===== src/core/wdsw_regs.svh =====
// Register offsets, field positions, reset values and timing counts for the watchdog block
// Included by the package user files; definitions only
`ifndef WDSW_REGS_SVH
`define WDSW_REGS_SVH
`define WDSW_BANK_F 4'hf
`define WDSW_OFF_WAKE_CTRL 4'hb
`define WDSW_OFF_WAKE_SEL 4'hd
`define WDSW_OFF_WD_MODE 4'hf
`define WDSW_WD_TAP_LO 0
`define WDSW_WD_TAP_HI 1
`define WDSW_WD_HALT_BIT 2
`define WDSW_WD_STOP_BIT 3
`define WDSW_SEL_SRC_LO 2
`define WDSW_SEL_SRC_HI 4
`define WDSW_SEL_LEVEL_BIT 6
`define WDSW_WD_MODE_RST 8'h0d
`define WDSW_WAKE_SEL_RST 8'h00
`define WDSW_LOCK_CYCLES 60
`define WDSW_LOCK_OSC 120
`define WDSW_TAP0 4'h3
`define WDSW_TAP1 4'h5
`define WDSW_TAP2 4'h7
`define WDSW_TAP3 4'h9
`endif


===== src/core/wdsw_pkg.sv =====
// Types shared by the watchdog and stop-wake block
// No surroundings assumed
package wdsw_pkg;
  typedef enum logic [1:0] {
    WDSW_IDLE = 2'b00,
    WDSW_RUN = 2'b01,
    WDSW_FIRE = 2'b10
  } wdsw_state_type;
  typedef enum logic [2:0] {
    WDSW_SRC_POR = 3'b000,
    WDSW_SRC_NAND_P2LO = 3'b001,
    WDSW_SRC_NAND_P2 = 3'b010,
    WDSW_SRC_NOR_P3 = 3'b011,
    WDSW_SRC_NAND_P3 = 3'b100,
    WDSW_SRC_NOR_P3P0 = 3'b101,
    WDSW_SRC_NAND_P3P0 = 3'b110,
    WDSW_SRC_NAND_P3P2 = 3'b111
  } wdsw_src_type;
endpackage


===== src/core/wdsw_wake.sv =====
// Stop-mode wake detector: gate combination of port pins per source select
// Assumes pin levels and direction bits synchronous to core_clk_i
`timescale 1ns/1ps
`include "wdsw_regs.svh"
module wdsw_wake (
  // Clock and reset
  input wire logic core_clk_i,
  input wire logic nrst_i,
  // Selection
  input wire logic [2:0] src_i,
  input wire logic level_i,
  // Pins, direction 1 = output
  input wire logic [7:0] p0_i,
  input wire logic [7:0] p0_out_i,
  input wire logic [7:0] p2_i,
  input wire logic [7:0] p2_out_i,
  input wire logic [7:0] p3_i,
  input wire logic [7:0] p3_out_i,
  // Result
  output logic wake_o
);
  // Output pins are removed: they neither force nor block the gate
  function automatic logic nand_g(input logic [7:0] v, input logic [7:0] use_m);
    nand_g = ~&(v | ~use_m);
  endfunction
  function automatic logic nor_g(input logic [7:0] v, input logic [7:0] use_m);
    nor_g = ~|(v & use_m);
  endfunction
  logic gate;
  logic [7:0] m0, m2, m3;
  always_comb begin
    m0 = ~p0_out_i;
    m2 = ~p2_out_i;
    m3 = ~p3_out_i;
    case (wdsw_pkg::wdsw_src_type'(src_i))
      wdsw_pkg::WDSW_SRC_NAND_P2LO: gate = nand_g(p2_i, m2 & 8'h0f);
      wdsw_pkg::WDSW_SRC_NAND_P2: gate = nand_g(p2_i, m2);
      wdsw_pkg::WDSW_SRC_NOR_P3: gate = nor_g(p3_i, m3 & 8'h0e);
      wdsw_pkg::WDSW_SRC_NAND_P3: gate = nand_g(p3_i, m3 & 8'h0e);
      wdsw_pkg::WDSW_SRC_NOR_P3P0:
        gate = ~(~nor_g(p3_i, m3 & 8'h0e) | ~nor_g(p0_i, m0 & 8'h81));
      wdsw_pkg::WDSW_SRC_NAND_P3P0:
        gate = nand_g(p3_i, m3 & 8'h0e) | nand_g(p0_i, m0 & 8'h81);
      wdsw_pkg::WDSW_SRC_NAND_P3P2:
        gate = nand_g(p3_i, m3 & 8'h0e) | nand_g(p2_i, m2 & 8'h07);
      default: gate = 1'b0;
    endcase
  end
  // Low level (0) wakes on gate low, inverted sense; level 1 wakes on gate output high
  always_ff @(posedge core_clk_i or negedge nrst_i) begin
    if (!nrst_i) begin
      wake_o <= 1'b0;
    end else if (src_i == 3'b000) begin
      wake_o <= 1'b0;
    end else begin
      wake_o <= level_i ? gate : ~gate;
    end
  end
endmodule


===== src/core/wdsw_top.sv =====
// Assumes a synchronous single-cycle register port from the core and an RC tick input.
`timescale 1ns/1ps
`include "wdsw_regs.svh"
module wdsw_top (
  // Clock and reset
  input wire logic core_clk_i,
  input wire logic nrst_i,
  // Register port
  input wire logic [3:0] reg_bank_i,
  input wire logic [3:0] reg_addr_i,
  input wire logic reg_wr_i,
  input wire logic reg_rd_i,
  input wire logic [7:0] reg_wdata_i,
  output logic [7:0] reg_rdata_o,
  // Core status
  input wire logic first_instr_i,
  input wire logic refresh_i,
  input wire logic halt_i,
  input wire logic stop_i,
  input wire logic rc_tick_i,
  output logic flag_upd_o,
  output logic flag_z_o,
  output logic flag_s_o,
  output logic flag_v_o,
  // Ports
  input wire logic [7:0] p0_i,
  input wire logic [7:0] p0_out_i,
  input wire logic [7:0] p2_i,
  input wire logic [7:0] p2_out_i,
  input wire logic [7:0] p3_i,
  input wire logic [7:0] p3_out_i,
  // Results
  output logic wake_o,
  output logic wd_reset_o,
  output logic wd_active_o
);
  logic [7:0] wd_mode_reg;
  logic [7:0] wake_sel_reg;
  logic [6:0] lock_cnt_reg;
  logic open_reg;
  logic [9:0] wd_cnt_reg;
  wdsw_pkg::wdsw_state_type state_reg;
  logic wr_mode, wr_sel, tick, terminal;

  function automatic logic hit(input logic [3:0] bank, input logic [3:0] off,
                               input logic [3:0] a);
    hit = (bank == `WDSW_BANK_F) && (a == off);
  endfunction

  assign wr_mode = reg_wr_i && hit(reg_bank_i, `WDSW_OFF_WD_MODE, reg_addr_i);
  assign wr_sel = reg_wr_i && hit(reg_bank_i, `WDSW_OFF_WAKE_SEL, reg_addr_i);

  // Write window: opens at first instruction, closes after the cycle count
  always_ff @(posedge core_clk_i or negedge nrst_i) begin
    if (!nrst_i) begin
      open_reg <= 1'b0;
      lock_cnt_reg <= 7'h00;
    end else if (first_instr_i) begin
      open_reg <= 1'b1;
      lock_cnt_reg <= 7'h00;
    end else if (open_reg) begin
      lock_cnt_reg <= lock_cnt_reg + 7'h01;
      if (lock_cnt_reg == 7'(`WDSW_LOCK_CYCLES - 1)) begin
        open_reg <= 1'b0;
      end
    end
  end

  always_ff @(posedge core_clk_i or negedge nrst_i) begin
    if (!nrst_i) begin
      wd_mode_reg <= `WDSW_WD_MODE_RST;
    end else if (wr_mode && open_reg) begin
      wd_mode_reg <= {4'h0, reg_wdata_i[3:0]};
    end
  end

  always_ff @(posedge core_clk_i or negedge nrst_i) begin
    if (!nrst_i) begin
      wake_sel_reg <= `WDSW_WAKE_SEL_RST;
    end else if (wr_sel) begin
      wake_sel_reg <= reg_wdata_i & 8'h5c;
    end
  end

  // The wake select register and the mode register are write-only
  always_ff @(posedge core_clk_i or negedge nrst_i) begin
    if (!nrst_i) begin
      reg_rdata_o <= 8'h00;
    end else begin
      reg_rdata_o <= 8'h00;
    end
  end

  // Counter advances on RC ticks unless halt or stop gating forbids it
  assign tick = rc_tick_i
    && !(halt_i && !wd_mode_reg[`WDSW_WD_HALT_BIT])
    && !(stop_i && !wd_mode_reg[`WDSW_WD_STOP_BIT]);

  always_comb begin
    case (wd_mode_reg[`WDSW_WD_TAP_HI:`WDSW_WD_TAP_LO])
      2'b00: terminal = wd_cnt_reg[`WDSW_TAP0];
      2'b01: terminal = wd_cnt_reg[`WDSW_TAP1];
      2'b10: terminal = wd_cnt_reg[`WDSW_TAP2];
      default: terminal = wd_cnt_reg[`WDSW_TAP3];
    endcase
  end

  always_ff @(posedge core_clk_i or negedge nrst_i) begin
    if (!nrst_i) begin
      state_reg <= wdsw_pkg::WDSW_IDLE;
      wd_cnt_reg <= 10'h000;
    end else begin
      case (state_reg)
        wdsw_pkg::WDSW_IDLE: begin
          if (refresh_i) begin
            state_reg <= wdsw_pkg::WDSW_RUN;
          end
          wd_cnt_reg <= 10'h000;
        end
        wdsw_pkg::WDSW_RUN: begin
          if (refresh_i) begin
            wd_cnt_reg <= 10'h000;
          end else if (terminal) begin
            state_reg <= wdsw_pkg::WDSW_FIRE;
          end else if (tick) begin
            wd_cnt_reg <= wd_cnt_reg + 10'h001;
          end
        end
        wdsw_pkg::WDSW_FIRE: begin
          state_reg <= wdsw_pkg::WDSW_IDLE;
          wd_cnt_reg <= 10'h000;
        end
        default: state_reg <= wdsw_pkg::WDSW_IDLE;
      endcase
    end
  end

  always_ff @(posedge core_clk_i or negedge nrst_i) begin
    if (!nrst_i) begin
      wd_reset_o <= 1'b0;
      wd_active_o <= 1'b0;
    end else begin
      wd_reset_o <= (state_reg == wdsw_pkg::WDSW_RUN) && terminal && !refresh_i;
      wd_active_o <= (state_reg == wdsw_pkg::WDSW_RUN) || refresh_i;
    end
  end

  // Flag image of a refresh: zero set, sign and overflow cleared
  always_ff @(posedge core_clk_i or negedge nrst_i) begin
    if (!nrst_i) begin
      flag_upd_o <= 1'b0;
      flag_z_o <= 1'b0;
      flag_s_o <= 1'b0;
      flag_v_o <= 1'b0;
    end else begin
      flag_upd_o <= refresh_i;
      flag_z_o <= refresh_i;
      flag_s_o <= 1'b0;
      flag_v_o <= 1'b0;
    end
  end

  wdsw_wake wdsw_wake_i (
    .core_clk_i(core_clk_i),
    .nrst_i(nrst_i),
    .src_i(wake_sel_reg[`WDSW_SEL_SRC_HI:`WDSW_SEL_SRC_LO]),
    .level_i(wake_sel_reg[`WDSW_SEL_LEVEL_BIT]),
    .p0_i(p0_i),
    .p0_out_i(p0_out_i),
    .p2_i(p2_i),
    .p2_out_i(p2_out_i),
    .p3_i(p3_i),
    .p3_out_i(p3_out_i),
    .wake_o(wake_o)
  );

  property p_lock_after_window;
    @(posedge core_clk_i) disable iff (!nrst_i)
      (!open_reg && wr_mode) |=> $stable(wd_mode_reg);
  endproperty
  a_lock_after_window: assert property (p_lock_after_window) else $error("mode changed when locked");
  property p_window_len;
    @(posedge core_clk_i) disable iff (!nrst_i)
      $rose(open_reg) |-> open_reg [*8];
  endproperty
  a_window_len: assert property (p_window_len) else $error("window closed early");
  property p_reserved;
    @(posedge core_clk_i) disable iff (!nrst_i) wd_mode_reg[7:4] == 4'h0;
  endproperty
  a_reserved: assert property (p_reserved) else $error("reserved mode bits set");
  property p_read_zero;
    @(posedge core_clk_i) disable iff (!nrst_i) reg_rd_i |=> reg_rdata_o == 8'h00;
  endproperty
  a_read_zero: assert property (p_read_zero) else $error("mode register readable");
  property p_idle_quiet;
    @(posedge core_clk_i) disable iff (!nrst_i)
      (state_reg == wdsw_pkg::WDSW_IDLE && !refresh_i) |=> !wd_reset_o;
  endproperty
  a_idle_quiet: assert property (p_idle_quiet) else $error("reset while idle");
  property p_fire;
    @(posedge core_clk_i) disable iff (!nrst_i)
      (state_reg == wdsw_pkg::WDSW_RUN && terminal && !refresh_i) |=> wd_reset_o;
  endproperty
  a_fire: assert property (p_fire) else $error("terminal count missed");
  property p_restart;
    @(posedge core_clk_i) disable iff (!nrst_i)
      (state_reg == wdsw_pkg::WDSW_RUN && refresh_i) |=> wd_cnt_reg == 10'h000;
  endproperty
  a_restart: assert property (p_restart) else $error("refresh did not restart");
  property p_halt_hold;
    @(posedge core_clk_i) disable iff (!nrst_i)
      (halt_i && !wd_mode_reg[`WDSW_WD_HALT_BIT] && !refresh_i && state_reg == wdsw_pkg::WDSW_RUN
       && !terminal) |=> $stable(wd_cnt_reg);
  endproperty
  a_halt_hold: assert property (p_halt_hold) else $error("counted in halt");
  property p_flags;
    @(posedge core_clk_i) disable iff (!nrst_i) refresh_i |=> flag_upd_o && flag_z_o;
  endproperty
  a_flags: assert property (p_flags) else $error("flags not updated");
  c_fire: cover property (@(posedge core_clk_i) disable iff (!nrst_i) wd_reset_o);
  c_mode_wr: cover property (@(posedge core_clk_i) disable iff (!nrst_i) wr_mode && open_reg);
  c_wake: cover property (@(posedge core_clk_i) disable iff (!nrst_i) wake_o);
endmodule


===== config.mk =====
export PLATFORM = sky130hd
export DESIGN_NAME = wdsw_top
export DESIGN_NICKNAME = d
export VERILOG_FILES = /design/src/core/wdsw_pkg.sv /design/src/core/wdsw_wake.sv /design/src/core/wdsw_top.sv
export VERILOG_INCLUDE_DIRS = /design/src /design/src/core
export SDC_FILE = /design/constraint.sdc
export NUM_CORES = 1
export LEC_CHECK = 0
export ABC_CLOCK_PERIOD_IN_PS = 2750
export BUFFER_PORTS_ARGS = -buffer_cell sky130_fd_sc_hd__buf_2
export CAP_MARGIN = 20
export CORE_MARGIN = 5
export CORE_UTILIZATION = 38
export DETAILED_ROUTE_END_ITERATION = 7
export GPL_TIMING_DRIVEN = 0
export PLACE_DENSITY_LB_ADDON = 0.1
export SYNTH_ARGS = -nofsm -noshare
export SYNTH_HDL_FRONTEND = slang
export SYNTH_SLANG_ARGS = --single-unit

===== constraint.sdc =====
create_clock -name core_clk_i -period 2.75 [get_ports core_clk_i]
set_input_delay 0.275 -clock core_clk_i [delete_from_list [all_inputs] [get_ports core_clk_i]]
set_output_delay 0.275 -clock core_clk_i [all_outputs]
set_load 0.05 [all_outputs]

# Word-level counts from Yosys, hierarchy flattened
# Index checks and enable logic that the tools add are counted.
# classes
n_addsub,2
eq_ne,20
n_mux,17
bitwise,20
n_reduce_logical,38
# op_table
op,count
8-bit OR,5
8-bit AND reduction,5
8-bit inverter,4
10-bit two-way mux,3
10-bit one-hot mux with 2 select lines,1
4-bit inverter with 8-bit output,2
8-bit OR reduction,2
7-bit two-way mux,2
3-bit == test (second input constant),4
4-bit == test (second input constant),3
1-bit logical AND,11
1-bit logical NOT,11
10-bit by 1-bit adder with 10-bit output (second input constant),1
8-bit by 4-bit bitwise AND with 8-bit output,1
8-bit bitwise AND,1
3-bit inverter with 8-bit output,1
7-bit by 1-bit adder with 7-bit output (second input constant),1
7-bit by 6-bit == test with 1-bit output (second input constant),1
1-bit one-hot mux with 7 select lines,1
3-bit by 2-bit == test with 1-bit output (second input constant),2
2-bit two-way mux,3
2-bit inequality test (second input constant),3
3-bit inequality test (second input constant),2
3-bit AND reduction,2
other kinds (14),25
# totals
register_bits,32
in_bits,73
output_inout_bits,15
word_cells,107

# Longest topological paths before layout
# Gate-level depths: netlist of the first run.
# depth
depth_word,10
mapped_depth,6
ltp_nobuf,6

# By module
# Synthesis of the first run repeated with hierarchy kept, for this count alone.
# hier_totals
hier_cells,178
area_unflattened_um2,1767.9
# by_module_without_submodules
module,instances,cells_each,area_each_um2,seq_area_each_um2
wdsw_top,1,144,1527.7,779.5
wdsw_wake,1,34,240.2,25.0

# Worst setup path before layout of the first run
# Ideal clock, no wire load.
# synth_path
kind,register to register
start,reg wd_mode_reg[0]
end,reg wd_cnt_reg[7]
arrival_time_ns,2.060
required_time_ns,2.627
slack_ns,0.567
stages_incl_launch_ff,6
period_less_slack_ns,2.183
path_cell_list,dfstp_2 mux4_2 a2111oi_4 nand4_1 and2_1 o221a_2
# synth_between
elab_chain_len,4
# synth_rtl
item,line_no,text
from (decl),wdsw_top.sv:37,logic [7:0] wd_mode_reg;
from (signal assigned),wdsw_top.sv:71,wd_mode_reg <= `WDSW_WD_MODE_RST;
from (signal assigned),wdsw_top.sv:73,"wd_mode_reg <= {4'h0, reg_wdata_i[3:0]};"
"2-bit == test, or another cell as far along",wdsw_top.sv:100,case (wd_mode_reg[`WDSW_WD_TAP_HI:`WDSW_WD_TAP_LO])
1-bit one-hot mux with 3 select lines *,wdsw_top.sv:100,
3-bit inequality test (no line) *,n/a,
3-bit AND reduction (no line) *,n/a,
to (signal assigned),wdsw_top.sv:126,wd_cnt_reg <= wd_cnt_reg + 10'h001;
to (decl),wdsw_top.sv:41,logic [9:0] wd_cnt_reg;
# Mark *: on every way between the ends. The rest lies on a longest branch, timed or not.
# A chain may end at the register's enable or synchronous reset.

# Worst setup path in the final report of the first run
# layout_path
start,reg wd_mode_reg[0]
end,reg wd_cnt_reg[2]
# Same word-level chain as after synthesis.

==> results.toml, run 1 <==
[place]
port_buffers = 51
dp_hpwl_um = 3000
gp_routability_congestion = 0.776
dp.cells = 303

[detailed_routing]
drc_errors = 0
wl_um = 3960
wl_per_cell_um = 12.7
drt_pass1_iterations = 4
antenna_left = 0
viasPerCell = 5.09
drtIter0Drc = 78
vias = 1583

[clocking]
numCtsBuffers = 5
cts_tree = "built"
post_cts.repair.setup_buffers = 0
hold_buffers = 0
insertion_delay_ps = 290
clockBufferDepth = 2
htree_levels = 2
cts_sinks = 32
cts-root-buf = "clkbuf_8"
post_cts_resized = 0
clk_transition_reported_paths_ps = 70

[synth]
synth_async_sr_flop_share_pct = 100
synth_mux_area_share_pct = 6.84
syn_inst = 189
ys_warn_count = 0
syn_area_sq_um = 1790
avgSynthCellArea_sq_um = 9.49
synth_top_family_by_area = "simple AND/OR/NAND/NOR gates"
yosysSeqAreaShare_pct = 44.9
synth_edf_count = 0
synth_simple_gate_area_share_pct = 20.2
ys.flop_type = "dfrtp_1"
ys_ff_latch = 32
yosys.area_share.xor_xnor_pct = 2.44
synthAdderAreaFrac_pct = 1.40
synth-compound-area-share_pct = 16.3
yosysUniqueCellTypes = 44

[floorplan]
die_w_um = 78.7
die_area_sq_um = 6190
std_cell_rows = 25
die_h_um = 78.7
io_pins = 88
initial_core_util_pct = 38.5
core_sq_um = 4660

[finish]
num-fill-cells = 462
layout-drive-gt1-share_pct = 33.1
nNetsFinal = 331
largest_reg_flops = 10
instances_no_fill = 311
syn_to_final_growth_pct = 26.1
antenna_cells = 0

[worst_setup_path]
critical_path_class = "register to register"
path_max_fanout = 10
setup.reg_to_reg.worst_slack_ps = 340
critPathCaptureType = "register"
crit_path_start_kind = "register"
critPathArrivalTime_ps = 2590
cp.required_ps = 2940

[pwr]
peakVddDrop_v = 0.000304
report.power.total_mw = 1.13
power_density_nw_per_um2 = 501
p_leak_nw = 1.08

[timing]
finalHoldViolCount = 0
tightest_slew_ps = 768
max_freq_mhz = 416
slew_violations = 0
clock_skew_ps = 8.44
fin_crit_sh_pct = 87.5
max_slew_margin_pct = 48.4
fin_crit_ps = 2410
fin_tns_setup_ps = 0
setup_violations = 0
grt_setup_unrepaired = "false"

[global_route]
grt_pass1_vias = 1495
grtUsageTotal_pct = 13.3
grt_max_degree = 33
antenna_found_initial = 0
grt_pass1_wl_um = 6650
gr-total-overflow = 0

[job]
drv_cap = 0

[outcome]
outcome = "finished clean"

[hold_path]
hp-class = "input pin to async pin"
cell usage after synthesis (3+ instances only):
library cell	instances	area [sq um]
nand2_1	16	60.1
xor2_1	4	35.0
buf_4	11	82.6
mux2_2	8	90.1
dfstp_2	3	78.8
o22ai_1	4	25.0
inv_1	8	30.0
nor2_1	19	71.3
clkbuf_1	6	22.5
o21ai_0	9	45.0
dfrtp_1	29	726
or3_1	5	31.3
a31oi_1	4	25.0
a21oi_1	10	50.1
nor3_1	5	25.0
nand4_1	9	56.3
nor2b_1	4	25.0
cell type report:
type	count	area, sq um	area share (%)
Sequential cell	32	805	35.6
Tap cell	54	67.6	2.99
Multi-Input combinational cell	140	882	39.0
Clock buffer	5	68.8	3.04
Clock inverter	3	42.5	1.88
Inverter	8	30.0	1.33
Timing Repair Buffer	51	255	11.3
Buffer	18	110	4.87
critical path, stage by stage, from the launching register on:
cell,delay (ps)
dfstp_2,550
mux4_2,560
a2111oi_4,520
buf_2,300
a31oi_1,110
a311oi_1,250
worst paths after layout:
kind                                 startpoint  depth (start not counted)              end
worst max-delay path             wd_mode_reg[0]                          5    wd_cnt_reg[2]
worst min-delay path                     nrst_i                          1  lock_cnt_reg[6]
worst max register to register   wd_mode_reg[0]                          5    wd_cnt_reg[2]
worst min register to register  lock_cnt_reg[6]                          2         open_reg
max in group asynchronous                nrst_i                          1       wd_reset_o
min in group core_clk_i               refresh_i                          1         flag_z_o
through the flow:
step	util, %	cell area [sq um]	hold slack [ps]	worst slack (ps)
final	48.5	2260	33.9	345
after global routing	48.5	2260	95.0	161
after CTS	48.5	2260	66.2	301
after detailed placement	46.1	2150	383	334
after global placement	46.1	2150	375	336
after floorplan	-	1830	-20.6	567
cell usage in the layout, fill, tap and decap left out, drive strengths merged, types with 3 or more instances in the layout:
master / instances
nand4: 9
nor2b: 4
or3: 5
dfrtp: 29
o22ai: 4
conb: 10
mux2: 8
buf: 63
dfstp: 3
a31oi: 4
xor2: 4
clkbuf: 11
o21ai: 9
nor3: 5
nand2: 16
inv: 8
a21oi: 10
nor2: 19
metal layers:
metal,track usage (%),routed length (um)
met4,4.55,39
met2,22.2,1960
met5,0,0
met1,16.4,1730
met3,3.74,231
report_power, final:
group	switching, mW	internal, mW
combinational	0.105	0.0713
clock	0.184	0.268
sequential	0.0154	0.489
total	0.305	0.829
kinds of logic (layout without fill, tap and decap cells):
logic type	after synthesis	after routing
XOR/XNOR	5	5
flip-flops	32	32
AO/OA/AOI/OAI	42	42
adder cells (fa/ha/maj)	2	2
multiplexers	10	10
AND/OR/NAND/NOR	71	71
other	1	10
buffers and inverters	26	85
Note: power is estimated with default switching activity, not from simulation.
==> run 2, diff against run 1 <==
==> constraint.sdc (replaced) <==
create_clock -name core_clk_i -period 2.75 [get_ports core_clk_i]
set_input_delay 0 -clock core_clk_i [delete_from_list [all_inputs] [get_ports core_clk_i]]
set_output_delay 0 -clock core_clk_i [all_outputs]
set_load 0.05 [all_outputs]
==> results.toml, run 2 (synthesized netlist as in run 1, its figures left out) <==
[worst_setup_path]
critPathCaptureType = "register"
rr_endpoint = "wd_cnt_reg[2]"
critPathArrivalTime_ps = 2590
r2r_start = "wd_mode_reg[0]"
crit_slowest_cell = "mux4_2"
r2r_cells = 5
path_max_fanout = 10
crit_path_start_kind = "register"
cp_top_family = "compound AO/OA/AOI/OAI gates"
max_stage_delay_ps = 560
path_depth = 5
cp_cell_sequence = "mux4_2, a2111oi_4, buf_2, a31oi_1, a311oi_1"
critPathBufInv = 1
cp.required_ps = 2940
critical_path_class = "register to register"
setup.reg_to_reg.worst_slack_ps = 340

[clocking]
cts-root-buf = "clkbuf_8"
post_cts.repair.setup_buffers = 0
insertion_delay_ps = 290
htree_levels = 2
cts_tree = "built"
cts_sinks = 32
post_cts_resized = 0
clockBufferDepth = 2
numCtsBuffers = 5
hold_buffers = 8
clk_transition_reported_paths_ps = 70

[job]
drv_cap = 0

[finish]
nNetsFinal = 339
layout_commonest_cell = "buf_2"
antenna_cells = 0
layout-drive-gt1-share_pct = 32.1
largest_reg_flops = 10
final_cell_mix = "buf_2, dfrtp_1, nor2_1"
stdcell_area_sq_um = 2340
syn_to_final_growth_pct = 30.6

[floorplan]
initial_core_util_pct = 38.5
std_cell_rows = 25
die_area_sq_um = 6190
core_sq_um = 4660
io_pins = 88
die_w_um = 78.7
die_h_um = 78.7

[global_route]
grt_pass1_wl_um = 6780
grt_max_degree = 33
grt_pass1_vias = 1536
gr-total-overflow = 0
grtUsageTotal_pct = 13.5
antenna_found_initial = 0

[place]
pre_cts_ws_ps = 334
gp_routability_congestion = 0.776
port_buffers = 51
dp_hpwl_um = 3000
placed_cell_area_sq_um = 2150

[timing]
setup_ws_ps = 343
slew_violations = 0
max_slew_margin_pct = 48.4
fin_crit_sh_pct = 87.5
worst_hold_slack_ps = 51.0
grt_setup_unrepaired = "false"
tightest_slew_ps = 768
setup_violations = 0
fin_crit_ps = 2410
finalHoldViolCount = 0
max_freq_mhz = 415
clock_skew_ps = 8.44
fin_tns_setup_ps = 0

[hold_path]
hold_path.startpoint = "first_instr_i"
hold_depth = 2
hold_end = "lock_cnt_reg[2]"
hp-class = "input pin to register"

[detailed_routing]
wl_met2_um = 2010
drt_pass1_iterations = 4
drc_errors = 0
drt-met1-wl_um = 1760
antenna_left = 0
vias = 1609
met3WireLength_um = 242
drtIter0Drc = 65
wl_um = 4050
viasPerCell = 5.04
wl_per_cell_um = 12.7
top_layer_used = "met4"

[pwr]
sequentialPowerShare_pct = 44.2
peakVddDrop_v = 0.000305
clock_power_share_pct = 39.6
netSwitchingPower_uw = 306
p_leak_nw = 1.11
swShare_pct = 26.8
internal_power_uw = 836
power_density_nw_per_um2 = 488
p_comb_share_pct = 16.3

[outcome]
outcome = "finished clean"
run 2: cell count changes in the layout (fill, tap and decap cells not counted), sizes merged:
| cell | before | now |
|---|---|---|
| dlygate4sd3 | 0 | 8 |
run 2: power groups by stage:
stage                     clock network, mW  registers (mW)  logic, mW
after floorplan                           0           0.525      0.104
after global placement                    0           0.513      0.177
after detailed placement                  0           0.514      0.178
after CTS                             0.467           0.505      0.188
after global routing                  0.492           0.508      0.204
final                                 0.452           0.505      0.186
run 2: final cells by class:
type                    instances  area [sq um]
flip-flops and latches         32           805
multi-input cells             140           882
repair buffers                 59           335
well taps                      54          67.6
clock inverters                 3          42.5
clock buffers                   5          68.8
fillers                       452          2320
inverters                       8          30.0
plain buffers                  18           110
run 2: worst max-delay path by stage:
stage,from,end
2_1_floorplan,wd_mode_reg[0],wd_cnt_reg[7]
3_3_place_gp,wd_mode_reg[0],wd_cnt_reg[2]
3_5_place_dp,wd_mode_reg[0],wd_cnt_reg[2]
4_1_cts,wd_mode_reg[0],wd_cnt_reg[2]
5_1_grt,wd_mode_reg[0],wd_cnt_reg[9]
6_report,wd_mode_reg[0],wd_cnt_reg[2]
run 2: metal layers:
layer | GRT usage [%] | up-vias
met5 | 0 | -
met3 | 3.74 | 4
met2 | 22.9 | 35
li1 | - | 814
met1 | 16.5 | 756
met4 | 4.55 | 0
run 2: worst register-to-register path: stages (launching register included):
cell and delay, ps:
dfstp_2 550, mux4_2 560, a2111oi_4 520, buf_2 310, a31oi_1 110, a311oi_1 250
run 2: metrics by stage:
| stage | std cells | power (mW) | util, % |
|---|---|---|---|
| finish | 319 | 1.14 | 50.2 |
| global route | 319 | 1.20 | 50.2 |
| CTS | 319 | 1.16 | 50.2 |
| detailed placement | 303 | 0.692 | 46.1 |
| global placement | 303 | 0.690 | 46.1 |
| floorplan | 198 | 0.629 | - |
==> run 3, diff against run 2 <==
--- a/config.mk
+++ b/config.mk
@@ -13,6 +13,7 @@
 export CORE_UTILIZATION = 38
 export DETAILED_ROUTE_END_ITERATION = 7
 export GPL_TIMING_DRIVEN = 0
+export MAX_ROUTING_LAYER = met4
 export PLACE_DENSITY_LB_ADDON = 0.1
 export SYNTH_ARGS = -nofsm -noshare
 export SYNTH_HDL_FRONTEND = slang
==> results.toml, run 3 (synthesized netlist as in run 1, its figures left out) <==
[pwr]
p_leak_nw = 1.11
report.power.total_mw = 1.14
p_comb_share_pct = 16.3
peakVddDrop_v = 0.000305
clock_power_share_pct = 39.6
sequentialPowerShare_pct = 44.2
power_density_nw_per_um2 = 488
swShare_pct = 26.8
netSwitchingPower_uw = 306
internal_power_uw = 836

[finish]
multiInputGateArea_sq_um = 882
layout_commonest_cell = "buf_2"
regArea_sq_um = 805
nNetsFinal = 339
stdcell_area_sq_um = 2340
largest_reg_flops = 10
instances_no_fill = 319
final_cell_mix = "buf_2, dfrtp_1, nor2_1"
layout-drive-gt1-share_pct = 32.1
antenna_cells = 0
num-fill-cells = 452
syn_to_final_growth_pct = 30.6

[detailed_routing]
wl_met2_um = 2010
met3WireLength_um = 242
top_layer_used = "met4"
drc_errors = 0
antenna_left = 0
vias = 1609
drt-met1-wl_um = 1760
viasPerCell = 5.04
drt_pass1_iterations = 4
wl_per_cell_um = 12.7
drtIter0Drc = 66
wl_um = 4050

[outcome]
outcome = "finished clean"

[clocking]
htree_levels = 2
cts_tree = "built"
cts_sinks = 32
numCtsBuffers = 5
clockBufferDepth = 2
insertion_delay_ps = 290
post_cts_resized = 0
clk_transition_reported_paths_ps = 70
cts-root-buf = "clkbuf_8"
post_cts.repair.setup_buffers = 0

[timing]
tightest_slew_ps = 768
fin_crit_sh_pct = 87.5
fin_tns_setup_ps = 0
max_freq_mhz = 416
slew_violations = 0
max_slew_margin_pct = 48.4
fin_crit_ps = 2410
clock_skew_ps = 8.44
finalHoldViolCount = 0
grt_setup_unrepaired = "false"
setup_ws_ps = 343
setup_violations = 0

[global_route]
grt_pass1_wl_um = 6780
grtUsageTotal_pct = 13.9
gr-total-overflow = 0
grt_pass1_vias = 1535
grt_max_degree = 33
antenna_found_initial = 0

[worst_setup_path]
path_max_fanout = 10
critPathCaptureType = "register"
critical_path_class = "register to register"
r2r_cells = 5
crit_path_start_kind = "register"
cp.required_ps = 2940
critPathArrivalTime_ps = 2590

[floorplan]
io_pins = 88
core_sq_um = 4660
die_w_um = 78.7
die_h_um = 78.7
initial_core_util_pct = 38.5
die_area_sq_um = 6190
std_cell_rows = 25

[job]
drv_cap = 0

[hold_path]
hp-class = "input pin to register"
hold_depth = 2

[place]
gp_routability_congestion = 0.787
dp.cells = 303
placed_cell_area_sq_um = 2150
pre_cts_ws_ps = 334
port_buffers = 51
dp_hpwl_um = 3000
==> run 3: cell counts in the layout (fill, tap and decap cells not counted) <==
No cell type changed its count.
==> run 3: cell type report <==
type	count	share of cell area, %
plain buffers	18	4.70
clock buffers	5	2.94
clock inverters	3	1.82
inverters	8	1.28
multi-input cells	140	37.7
flip-flops and latches	32	34.4
well taps	54	2.89
repair buffers	59	14.3
==> run 3: timing repair <==
| action | 4_1_cts | 5_1_grt |
|---|---|---|
| hold endpoints to repair | 38 | 0 |
| setup endpoints to repair | 0 | 0 |
| hold buffers | 8 | 0 |
==> run 3: worst max-delay path: stages, from the launching register on <==
cell and delay (ps):
dfstp_2 550, mux4_2 560, a2111oi_4 520, buf_2 300
a31oi_1 110, a311oi_1 250
==> run 3: routing by layer <==
metal | vias up | global-route usage (%)
met5 | - | -
met2 | 35 | 22.9
met3 | 4 | 3.74
li1 | 814 | -
met1 | 756 | 16.5
met4 | 0 | 4.55
==> run 3: through the flow <==
stage	hold WS (ps)	utilization [%]
final	51.1	50.2
after global routing	80.5	50.2
after CTS	51.5	50.2
after detailed placement	108	46.1
after global placement	99.8	46.1
after floorplan	-296	-
==> run 3: final timing paths <==
path	from	endpoint	slack [ps]
max in group asynchronous	nrst_i	wd_reset_o	1990
min in group asynchronous	nrst_i	lock_cnt_reg[6]	300
worst max-delay path	wd_mode_reg[0]	wd_cnt_reg[2]	340
worst min register to register	lock_cnt_reg[6]	open_reg	530
worst min-delay path	first_instr_i	lock_cnt_reg[2]	50
worst max register to register	wd_mode_reg[0]	wd_cnt_reg[2]	340
==> run 3: power groups by stage <==
stage	Clock, mW	Combinational, mW	Sequential [mW]
final	0.452	0.186	0.505
after global routing	0.492	0.204	0.508
after CTS	0.467	0.188	0.505
after detailed placement	0	0.178	0.514
after global placement	0	0.177	0.513
after floorplan	0	0.104	0.525
